### src/hw/etc_pkg.sv
/*
  etc_pkg: constants for the etu time-out counter.
  Assumes one 40 MHz clock domain; no register bus, plain ports only.
*/
package etc_pkg;
  // configuration codes
  localparam logic [7:0] CFG_STOP = 8'h00;
  localparam logic [7:0] CFG_AUTO8 = 8'h05;
  localparam logic [7:0] CFG_SW16 = 8'h61;
  localparam logic [7:0] CFG_AUTO8_SW16 = 8'h65;
  localparam logic [7:0] CFG_SW24 = 8'h68;
  localparam logic [7:0] CFG_SB24 = 8'h7C;
  localparam logic [7:0] CFG_AUTO8_STOP12 = 8'h85;
  localparam logic [7:0] CFG_AUTO8_SW16_STOP12 = 8'hE5;
  // reset values
  localparam logic [7:0] CFG_RESET = 8'h00;
  localparam logic [7:0] COUNT_RESET = 8'h00;
  // etus counted after the start bit in the stop-after-12 codes
  localparam logic [3:0] STOP_ETUS = 4'hC;
endpackage : etc_pkg

### src/hw/etc_timeout_counter.sv
/*
  etc_timeout_counter: etu time-out counter, 24-bit or 16+8-bit.
  Assumes etu_tick is a one-cycle pulse per etu from the bit-rate
  divider on clk, and card_io comes straight from the pin.
*/
`timescale 1ns/10ps
`default_nettype none
// Notes on behaviour
// RULE_01: code 00H halts all counting and events
// RULE_02: code 05H runs low counter autoreload only
// RULE_03: code 61H runs 16-bit counter from write
// RULE_04: 16-bit terminal count interrupts, sets upper flag
// RULE_05: code 65H low counter starts at start bit
// RULE_06: low terminal count interrupts, flags, reloads, repeats
// RULE_07: code 65H 16-bit counts from write, interrupts
// RULE_08: code 68H 24-bit counts from write
// RULE_09: code 7CH 24-bit starts at start bit
// RULE_10: 7CH new values load at next start bit
// RULE_11: host never leaves 7CH count all zero
// RULE_12: 85H stops all after 12th etu received
// RULE_13: E5H stops low counter after 12th etu
// RULE_14: host stops counters before updating counts
// RULE_15: host spaces configuration writes apart
// RULE_16: host uses counters only after activation
// RULE_17: other configuration codes are undefined
// RULE_18: count registers hold number of etus
// RULE_19: count registers clear on reset
// RULE_20: one count per etu tick, interrupt until read
module etc_timeout_counter
  import etc_pkg::*;
(
  // clock and reset
  input wire logic clk,
  input wire logic nrst,
  // etu time base and card line
  input wire logic etu_tick,
  input wire logic card_io,
  input wire logic rx_active,
  // host writes
  input wire logic cfg_wr,
  input wire logic [7:0] cfg_wdata,
  input wire logic low_wr,
  input wire logic mid_wr,
  input wire logic high_wr,
  input wire logic [7:0] count_wdata,
  input wire logic status_rd,
  // status and interrupt
  output logic [7:0] timeout_config_reg,
  output logic lower_counter_expired_flag,
  output logic upper_counter_expired_flag,
  output logic int_n
);

  ////////////////////////////////////////////////////////////////////
  // registers written by the host

  logic [7:0] count_low_byte;
  logic [7:0] count_mid_byte;
  logic [7:0] count_high_byte;

  always_ff @(posedge clk or negedge nrst) begin
    if (!nrst) begin
      count_low_byte <= COUNT_RESET; // [RULE_19]
      count_mid_byte <= COUNT_RESET; // [RULE_19]
      count_high_byte <= COUNT_RESET; // [RULE_19]
    end else begin
      if (low_wr) count_low_byte <= count_wdata;
      if (mid_wr) count_mid_byte <= count_wdata;
      if (high_wr) count_high_byte <= count_wdata;
    end
  end

  always_ff @(posedge clk or negedge nrst) begin
    if (!nrst) begin
      timeout_config_reg <= CFG_RESET;
    end else if (cfg_wr) begin
      timeout_config_reg <= cfg_wdata;
    end
  end

  ////////////////////////////////////////////////////////////////////
  // card line synchroniser and start-bit detect

  logic io_meta;
  logic io_sync;
  logic io_prev;
  logic start_bit;
  logic rx_meta;
  logic rx_sync;

  always_ff @(posedge clk or negedge nrst) begin
    if (!nrst) begin
      io_meta <= 1'b1;
      io_sync <= 1'b1;
      io_prev <= 1'b1;
      rx_meta <= 1'b0;
      rx_sync <= 1'b0;
    end else begin
      io_meta <= card_io;
      io_sync <= io_meta;
      io_prev <= io_sync;
      rx_meta <= rx_active;
      rx_sync <= rx_meta;
    end
  end

  // falling edge of the idle-high line marks a start bit
  assign start_bit = io_prev & ~io_sync;

  ////////////////////////////////////////////////////////////////////
  // mode decode

  logic low_auto;
  logic low_sb;
  logic mid_sw;
  logic full_sw;
  logic full_sb;
  logic stop12;
  logic stop12_all;

  always_comb begin
    low_auto = 1'b0;
    low_sb = 1'b0;
    mid_sw = 1'b0;
    full_sw = 1'b0;
    full_sb = 1'b0;
    stop12 = 1'b0;
    stop12_all = 1'b0;
    unique case (timeout_config_reg)
      CFG_AUTO8: begin
        low_auto = 1'b1; // [RULE_02]
      end
      CFG_SW16: begin
        mid_sw = 1'b1; // [RULE_03]
      end
      CFG_AUTO8_SW16: begin
        low_auto = 1'b1; // [RULE_05]
        low_sb = 1'b1;
        mid_sw = 1'b1; // [RULE_07]
      end
      CFG_SW24: begin
        full_sw = 1'b1; // [RULE_08]
      end
      CFG_SB24: begin
        full_sb = 1'b1; // [RULE_09]
      end
      CFG_AUTO8_STOP12: begin
        low_auto = 1'b1; // [RULE_12]
        stop12 = 1'b1;
        stop12_all = 1'b1;
      end
      CFG_AUTO8_SW16_STOP12: begin
        low_auto = 1'b1; // [RULE_13]
        low_sb = 1'b1;
        mid_sw = 1'b1;
        stop12 = 1'b1;
      end
      // 00H and undefined codes leave everything halted
      default: begin
      end // [RULE_01] [RULE_17]
    endcase
  end

  ////////////////////////////////////////////////////////////////////
  // counters

  logic [7:0] low_cnt;
  logic low_run;
  logic low_armed;
  logic [15:0] mid_cnt;
  logic mid_run;
  logic [23:0] full_cnt;
  logic full_run;
  logic [3:0] etu12_cnt;
  logic etu12_armed;
  logic etu12_done;
  logic low_tc;
  logic mid_tc;
  logic full_tc;
  logic stop12_start;

  // 85H counts from a received start bit, E5H from any start bit
  assign stop12_start = start_bit & (rx_sync | ~stop12_all);

  always_ff @(posedge clk or negedge nrst) begin
    if (!nrst) begin
      etu12_cnt <= 4'h0;
      etu12_armed <= 1'b0;
      etu12_done <= 1'b0;
    end else if (cfg_wr) begin
      etu12_cnt <= 4'h0;
      etu12_armed <= 1'b0;
      etu12_done <= 1'b0;
    end else if (stop12 && !etu12_done) begin
      if (!etu12_armed && stop12_start) begin
        etu12_armed <= 1'b1;
      end else if (etu12_armed && etu_tick) begin
        etu12_cnt <= etu12_cnt + 4'h1;
        if (etu12_cnt == STOP_ETUS - 4'h1) begin
          etu12_done <= 1'b1; // [RULE_12] [RULE_13]
        end
      end
    end
  end

  assign low_tc = low_run && etu_tick && (low_cnt <= 8'h01);
  assign mid_tc = mid_run && etu_tick && (mid_cnt <= 16'h0001);
  assign full_tc = full_run && etu_tick && (full_cnt <= 24'h000001);

  // low 8-bit autoreload counter
  always_ff @(posedge clk or negedge nrst) begin
    if (!nrst) begin
      low_cnt <= 8'h00;
      low_run <= 1'b0;
      low_armed <= 1'b0;
    end else if (cfg_wr) begin
      low_cnt <= count_low_byte;
      low_run <= 1'b0;
      low_armed <= 1'b1;
    end else if (!low_auto || etu12_done) begin
      low_run <= 1'b0; // [RULE_01] [RULE_12] [RULE_13]
    end else if (low_armed && (!low_sb || start_bit)) begin
      low_cnt <= count_low_byte; // [RULE_05]
      low_run <= 1'b1;
      low_armed <= 1'b0;
    end else if (low_tc) begin
      low_cnt <= count_low_byte; // [RULE_06]
    end else if (low_run && etu_tick) begin
      low_cnt <= low_cnt - 8'h01; // [RULE_18] [RULE_20]
    end
  end

  // joined high and mid bytes as a 16-bit one-shot counter
  always_ff @(posedge clk or negedge nrst) begin
    if (!nrst) begin
      mid_cnt <= 16'h0000;
      mid_run <= 1'b0;
    end else if (cfg_wr) begin
      mid_cnt <= {count_high_byte, count_mid_byte}; // [RULE_03] [RULE_07]
      mid_run <= (cfg_wdata == CFG_SW16) || (cfg_wdata == CFG_AUTO8_SW16)
        || (cfg_wdata == CFG_AUTO8_SW16_STOP12);
    end else if (!mid_sw) begin
      mid_run <= 1'b0; // [RULE_01]
    end else if (mid_tc) begin
      mid_cnt <= 16'h0000;
      mid_run <= 1'b0;
    end else if (mid_run && etu_tick) begin
      mid_cnt <= mid_cnt - 16'h0001; // [RULE_20]
    end
  end

  // all three bytes as one 24-bit counter
  always_ff @(posedge clk or negedge nrst) begin
    if (!nrst) begin
      full_cnt <= 24'h000000;
      full_run <= 1'b0;
    end else if (cfg_wr) begin
      full_cnt <= {count_high_byte, count_mid_byte, count_low_byte}; // [RULE_08]
      full_run <= (cfg_wdata == CFG_SW24);
    end else if (!full_sw && !full_sb) begin
      full_run <= 1'b0; // [RULE_01]
    end else if (full_sb && start_bit) begin
      // a running count restarts with the latest host values
      full_cnt <= {count_high_byte, count_mid_byte, count_low_byte}; // [RULE_09] [RULE_10]
      full_run <= 1'b1;
    end else if (full_tc) begin
      full_cnt <= 24'h000000;
      full_run <= 1'b0;
    end else if (full_run && etu_tick) begin
      full_cnt <= full_cnt - 24'h000001; // [RULE_18] [RULE_20]
    end
  end

  ////////////////////////////////////////////////////////////////////
  // status flags and interrupt

  always_ff @(posedge clk or negedge nrst) begin
    if (!nrst) begin
      lower_counter_expired_flag <= 1'b0;
      upper_counter_expired_flag <= 1'b0;
    end else begin
      // a new event in the read cycle wins over the clear
      lower_counter_expired_flag <= low_tc
        || (lower_counter_expired_flag && !status_rd); // [RULE_06]
      upper_counter_expired_flag <= mid_tc || full_tc
        || (upper_counter_expired_flag && !status_rd); // [RULE_04]
    end
  end

  always_ff @(posedge clk or negedge nrst) begin
    if (!nrst) begin
      int_n <= 1'b1;
    end else begin
      int_n <= !(low_tc || mid_tc || full_tc
        || ((lower_counter_expired_flag || upper_counter_expired_flag)
        && !status_rd)); // [RULE_20]
    end
  end

endmodule : etc_timeout_counter
`default_nettype wire

### config.mk
export PLATFORM = sky130hd
export DESIGN_NAME = etc_timeout_counter
export DESIGN_NICKNAME = d
export VERILOG_FILES = /design/src/hw/etc_pkg.sv /design/src/hw/etc_timeout_counter.sv
export SDC_FILE = /design/constraint.sdc
export NUM_CORES = 1
export LEC_CHECK = 0
export ABC_AREA = 1
export BUFFER_PORTS_ARGS = -buffer_cell sky130_fd_sc_hd__buf_2
export CORE_AREA = 2 2 111 113
export CTS_CLUSTER_SIZE = 25
export DETAILED_ROUTE_END_ITERATION = 10
export DIE_AREA = 0 0 113 115
export PLACE_DENSITY = 0.77
export SYNTH_ARGS = -nofsm -noshare
export SYNTH_HDL_FRONTEND = slang
export SYNTH_SLANG_ARGS = --single-unit
### constraint.sdc
create_clock -name clk -period 1.6 [get_ports clk]
set_clock_uncertainty 0.05 [all_clocks]
set_input_delay 0.16 -clock clk [delete_from_list [all_inputs] [get_ports clk]]
set_output_delay 0.16 -clock clk [all_outputs]
set_load 0.02 [all_outputs]
After elaboration in Yosys (flattened, before gate mapping). Index checks and enable logic that the tools add are counted.

Word-level logic and storage cells: 152. Bits of input ports: 26. Output and inout bits: 11. Register bits: 98.

Eq/ne operators: 16. Add/subtract/negate cells: 4. Mux-type cells: 46. Bitwise gates (word level): 5. Magnitude comparators: 3. Reduce and logical (&&, ||, !) cells: 56.

Operator list (count): $mux W24 (5); $mux W16 (4); $eq A8 B7 Y1 const B (7); $mux W8 (5); $mux W1 (28); $eq A8 B8 Y1 const B (3); $le A24 B1 Y1 const B (1); $sub A24 B1 Y24 const B (1); $le A16 B1 Y1 const B (1); $mux W4 (4); $sub A16 B1 Y16 const B (1); $logic_and A1 B1 Y1 (15); $reduce_bool A2 Y1 (6); $reduce_bool A4 Y1 (3); $logic_or A1 B1 Y1 (11); $reduce_and A2 Y1 (5); $eq A8 B3 Y1 const B (1); $le A8 B1 Y1 const B (1); $logic_not A1 Y1 (8); $sub A8 B1 Y8 const B (1); $ne A2 B2 Y1 const B (3); $reduce_bool A3 Y1 (2); $add A4 B1 Y4 const B (1); $eq A4 B4 Y1 const B (1); other kinds (9) (12).

Logic depth before layout (Yosys ltp).
Word-level depth: 9. Mapped depth: 12. Mapped depth without buffers: 12.

Worst setup path after synthesis. Ideal clock, no wire load.

Path kind: reg-to-reg. Start: register low_cnt[0]. End: register low_cnt[7]. Setup slack: 29 ps. Arrival time: 1398 ps. Stages on the path, launching flop included: 11. Library setup time: 122 ps. Data required time: 1428 ps. Cell sequence: dfrtp_1 > inv_1 > ha_1 > nor2_1 > nor3_1 > nand2_1 > nand2_1 > nor2_1 > nand2_1 > nand2_1 > o21ai_1.

Cells in the longest elaborated chain, start to end: 6.

RTL lines: start: declaration (line etc_timeout_counter.sv:167) `logic [7:0] low_cnt;`; start signal: assignment (line etc_timeout_counter.sv:217) `low_cnt <= count_low_byte;`; start signal: assignment (line etc_timeout_counter.sv:223) `low_cnt <= count_low_byte;`; start signal: assignment (line etc_timeout_counter.sv:227) `low_cnt <= count_low_byte;`; $sub A8 B1 Y8 / $le A8 B1 Y1 (equally long branches) (line etc_timeout_counter.sv:229, etc_timeout_counter.sv:206); $mux W8 / $logic_and A1 B1 Y1 (equally long branches) (line etc_timeout_counter.sv:228, etc_timeout_counter.sv:206); $mux W8 (line etc_timeout_counter.sv:226) `end else if (low_tc) begin`; $mux W8 (line etc_timeout_counter.sv:222) `end else if (low_armed && (!low_sb || start_bit)) begin`; $mux W8 (line etc_timeout_counter.sv:220) `end else if (!low_auto || etu12_done) begin`; $mux W8 (line etc_timeout_counter.sv:216) `end else if (cfg_wr) begin`.

Several ways; a longest one is shown, not always the timed one. The select of a mux whose other input is x is not followed. A chain may end at the register's enable or synchronous reset.

Final worst setup path.
Start: register full_cnt[0]. End: register full_cnt[14].

Cells in the longest elaborated chain, start to end: 6.

RTL lines: start: declaration (line etc_timeout_counter.sv:172) `logic [23:0] full_cnt;`; start signal: assignment (line etc_timeout_counter.sv:258) `full_cnt <= {count_high_byte, count_mid_byte, count_low_byte};`; start signal: assignment (line etc_timeout_counter.sv:264) `full_cnt <= {count_high_byte, count_mid_byte, count_low_byte};`; start signal: assignment (line etc_timeout_counter.sv:270) `full_cnt <= full_cnt - 24'h000001;`; $sub A24 B1 Y24 / $le A24 B1 Y1 (equally long branches) (line etc_timeout_counter.sv:270, etc_timeout_counter.sv:208); $mux W24 / $logic_and A1 B1 Y1 (equally long branches) (line etc_timeout_counter.sv:269, etc_timeout_counter.sv:208); $mux W24 (line etc_timeout_counter.sv:266) `end else if (full_tc) begin`; $mux W24 (line etc_timeout_counter.sv:262) `end else if (full_sb && start_bit) begin`; $mux W24 (line etc_timeout_counter.sv:260) `end else if (!full_sw && !full_sb) begin`; $mux W24 (line etc_timeout_counter.sv:257) `end else if (cfg_wr) begin`.

Several ways; a longest one is shown, not always the timed one. The select of a mux whose other input is x is not followed.

==> impl_metrics.py <==
metrics = {
    "status": {
        "status": "complete, but fails checks",
        "violations": "DRC, setup timing",
    },
    "cells_and_area": {
        "drive_gt1_frac": 0.341,
        "layoutNonFillerInstCount": 1050,
        "utilization": 0.658,
        "regMostFlops": "full_cnt",
        "largest_register_ffs": 24,
        "diodes": 0,
        "stdcell_area_um2": 7770,
        "area_delta_synth_final_pct": 34.6,
        "fill_cells": 915,
        "reg_top3": "full_cnt (24), mid_cnt (16)",
        "nNetsFinal": 932,
    },
    "cts": {
        "numCtsBuffers": 9,
        "cts_buffer_depth": 2,
        "cts_tree": "built",
        "cts.sinks": 98,
        "clk_latency_ns": 0.36,
        "htree_levels": 3,
        "cts-root-buf": "clkbuf_16",
        "path_clk_slew_ns": 0.07,
    },
    "setup_path": {
        "worstPathCellList": "inv_2, ha_4, o21ai_2, nor2_2, inv_1, nor2_2, nor2_4, clkbuf_16, nand3_2, nand3_2",
        "cpPeakStageDelay_ns": 0.44,
        "critPathBufInv": 3,
        "cp.arrival_ns": 1.91,
        "slowest_stage": "dfrtp_2",
        "crit_fanout": 7,
        "worstSetupEndpointType": "flip-flop",
        "crit_required_ns": 1.80,
        "critPathKind": "flip-flop to flip-flop",
        "critPathTopFamily": "simple AND/OR/NAND/NOR gates",
        "startpoint_type": "flip-flop",
    },
    "placement": {
        "dp_cells": 991,
        "dpl_cell_area_um2": 6570,
        "gp_congestion": 0.928,
        "dp_hpwl_mm": 10.6,
        "port_buffers": 36,
    },
    "synthesis": {
        "ys_top_cells_by_area": "dfrtp_1, nand2_1, nand3_1",
        "async_reset_ff_frac": 1.00,
        "post-synth-top-count-cell": "nand2_1",
        "yosys_warnings": 0,
        "ys_seq_area_frac": 0.426,
        "syn_avg_cell_area_um2": 7.58,
        "syn_area_um2": 5770,
        "synth_edf_count": 0,
        "yosysTopAreaCell": "dfrtp_1",
        "synth_nets": 794,
        "synthCells": 761,
        "ys_seq_elements": 98,
        "synth_top_area_frac": 0.408,
        "ys_top_cells_by_count": "nand2_1, nand3_1, dfrtp_1",
        "synth_cell_types": 35,
        "synth-main-ff-cell": "dfrtp_1",
    },
    "floorplanning": {
        "rows": 40,
        "io_pins": 37,
        "die-area_um2": 13000,
        "coreArea_um2": 11800,
        "die_y_um": 115,
        "initial_core_util": 0.489,
        "fp.dieW_um": 113,
    },
    "timing": {
        "grt_setup_unrepaired": "true",
        "max_slew_margin": 0.798,
        "timing.fmax_mhz": 586,
        "fin_crit_sh": 1.07,
        "layout_setup_ws_ns": -0.107,
        "drv_slew": 0,
        "worst_pin_slew_ns": 0.302,
        "min_period_ns": 1.71,
        "setup_viol": 25,
        "hold_violations": 0,
    },
    "route": {
        "wirelength_met1_mm": 6.78,
        "dr_wl_met2_mm": 8.13,
        "dr_wl_met3_mm": 1.12,
        "firstDrtPassIters": 8,
        "via_per_inst": 5.43,
        "wire_per_inst_um": 15.7,
        "ant_nets": 0,
        "dr.max_layer_used": "met4",
        "wl_mm": 16.5,
        "drtIter0Drc": 423,
        "num_vias": 5700,
        "drc_errors": 1,
    },
    "flow_run": {
        "maxCapViolations": 0,
    },
    "pwr": {
        "power_density_nw_per_um2": 931,
        "switching_power_w": 0.00236,
        "p_sw_frac": 0.326,
        "p_total_w": 0.00724,
        "cell_internal_pwr_w": 0.00488,
        "peakVddDrop_mv": 0.709,
        "pwr-share-comb": 0.270,
        "leakagePower_nw": 3.69,
        "pwr-share-clk": 0.304,
        "pwr-share-seq": 0.426,
    },
    "global_route": {
        "grt_pass1_wl_mm": 24.9,
        "grt_start_max_net_pins": 31,
        "grt_use_total": 0.242,
        "grt_overflow": 0,
        "antenna_found_initial": 0,
        "grt_pass1_vias": 5234,
    },
    "hold_path": {
        "hp-class": "input pin to flip-flop",
    },
}
[routing by layer]
| metal | track usage | vias up |
|---|---|---|
| li1 | - | 2707 |
| met1 | 0.319 | 2726 |
| met2 | 0.395 | 225 |
| met3 | 0.0485 | 42 |
| met4 | 0.0951 | 0 |
| met5 | 0 | - |
[path summary, 6_finish.rpt]
path                              start                    end  slack, ns  cells past startpoint
max in group asynchronous          nrst                io_meta       0.73                      3
min reg2reg                     io_meta                io_sync       0.31                      0
max reg2reg                 full_cnt[0]           full_cnt[14]      -0.11                     10
min                        cfg_wdata[7]  timeout_config_reg[7]      0.002                      3
max                         full_cnt[0]           full_cnt[14]      -0.11                     10
min in group asynchronous          nrst           full_cnt[13]       0.18                      2
[layout make-up]
cell class / instances / area [µm²] / area share
multi-input cells: 582 / 3420 / 0.440
flip-flops and latches: 98 / 2470 / 0.318
repair buffers: 146 / 1160 / 0.150
inverters: 62 / 248 / 0.0319
clock buffers: 11 / 233 / 0.0300
well taps: 147 / 184 / 0.0237
clock inverters: 4 / 53.8 / 0.00692
[worst register-to-register path, stage by stage (launching register included)]
cell	delay (ns)
dfrtp_2	0.44
inv_2	0.09
ha_4	0.16
o21ai_2	0.07
nor2_2	0.13
inv_1	0.09
nor2_2	0.17
nor2_4	0.08
clkbuf_16	0.17
nand3_2	0.07
nand3_2	0.07
[cell usage in the layout, fill, tap and decap left out, drive strengths merged, types with 3 or more instances in the layout]
cell,count
clkbuf,12
xnor2,12
nand2,256
ha,7
mux2,23
dlygate4sd3,7
nand3,105
o21ai,17
inv,58
nand4,14
nor2,104
a21oi,7
nor3,5
buf,138
dfrtp,94
clkinv,5
xor2,24
a21boi,3
dfstp,4
[power groups by stage]
stage	registers (W)	clock network (W)	logic, W
2_1_floorplan	0.00306	0	0.000931
3_3_place_gp	0.00307	0	0.00150
3_5_place_dp	0.00307	0	0.00153
4_1_cts	0.00304	0.00221	0.00167
5_1_grt	0.00312	0.00233	0.00214
6_report	0.00308	0.00220	0.00195
[cells by family after synthesis]
family | share of synthesized area
adder cells (fa/ha/maj) | 0.0152
AND/OR/NAND/NOR | 0.367
multiplexers | 0.0449
AO/OA/AOI/OAI | 0.0280
XOR/XNOR | 0.0546
flip-flops | 0.426
buffers and inverters | 0.0646
[through the flow]
step                      hold slack (ns)  TNS (ns)  worst slack, ns
after floorplan                    -0.186         0           0.0295
after global placement             0.0211     -4.59           -0.146
after detailed placement           0.0184     -5.30           -0.170
after CTS                         0.00289    -0.153          -0.0360
after global routing               0.0248     -4.83           -0.167
final                             0.00216     -1.61           -0.107
[what timing repair did]
action | in CTS | in global routing
pin swaps | 19 | 26
buffers inserted | 18 | 17
hold buffers | 7 | 0
setup endpoints to repair | 49 | 56
resized for setup | 45 | 95
endpoints found under the hold margin | 100 | 0
gates cloned | 1 | 1
Power figures use the tool's default switching activity.
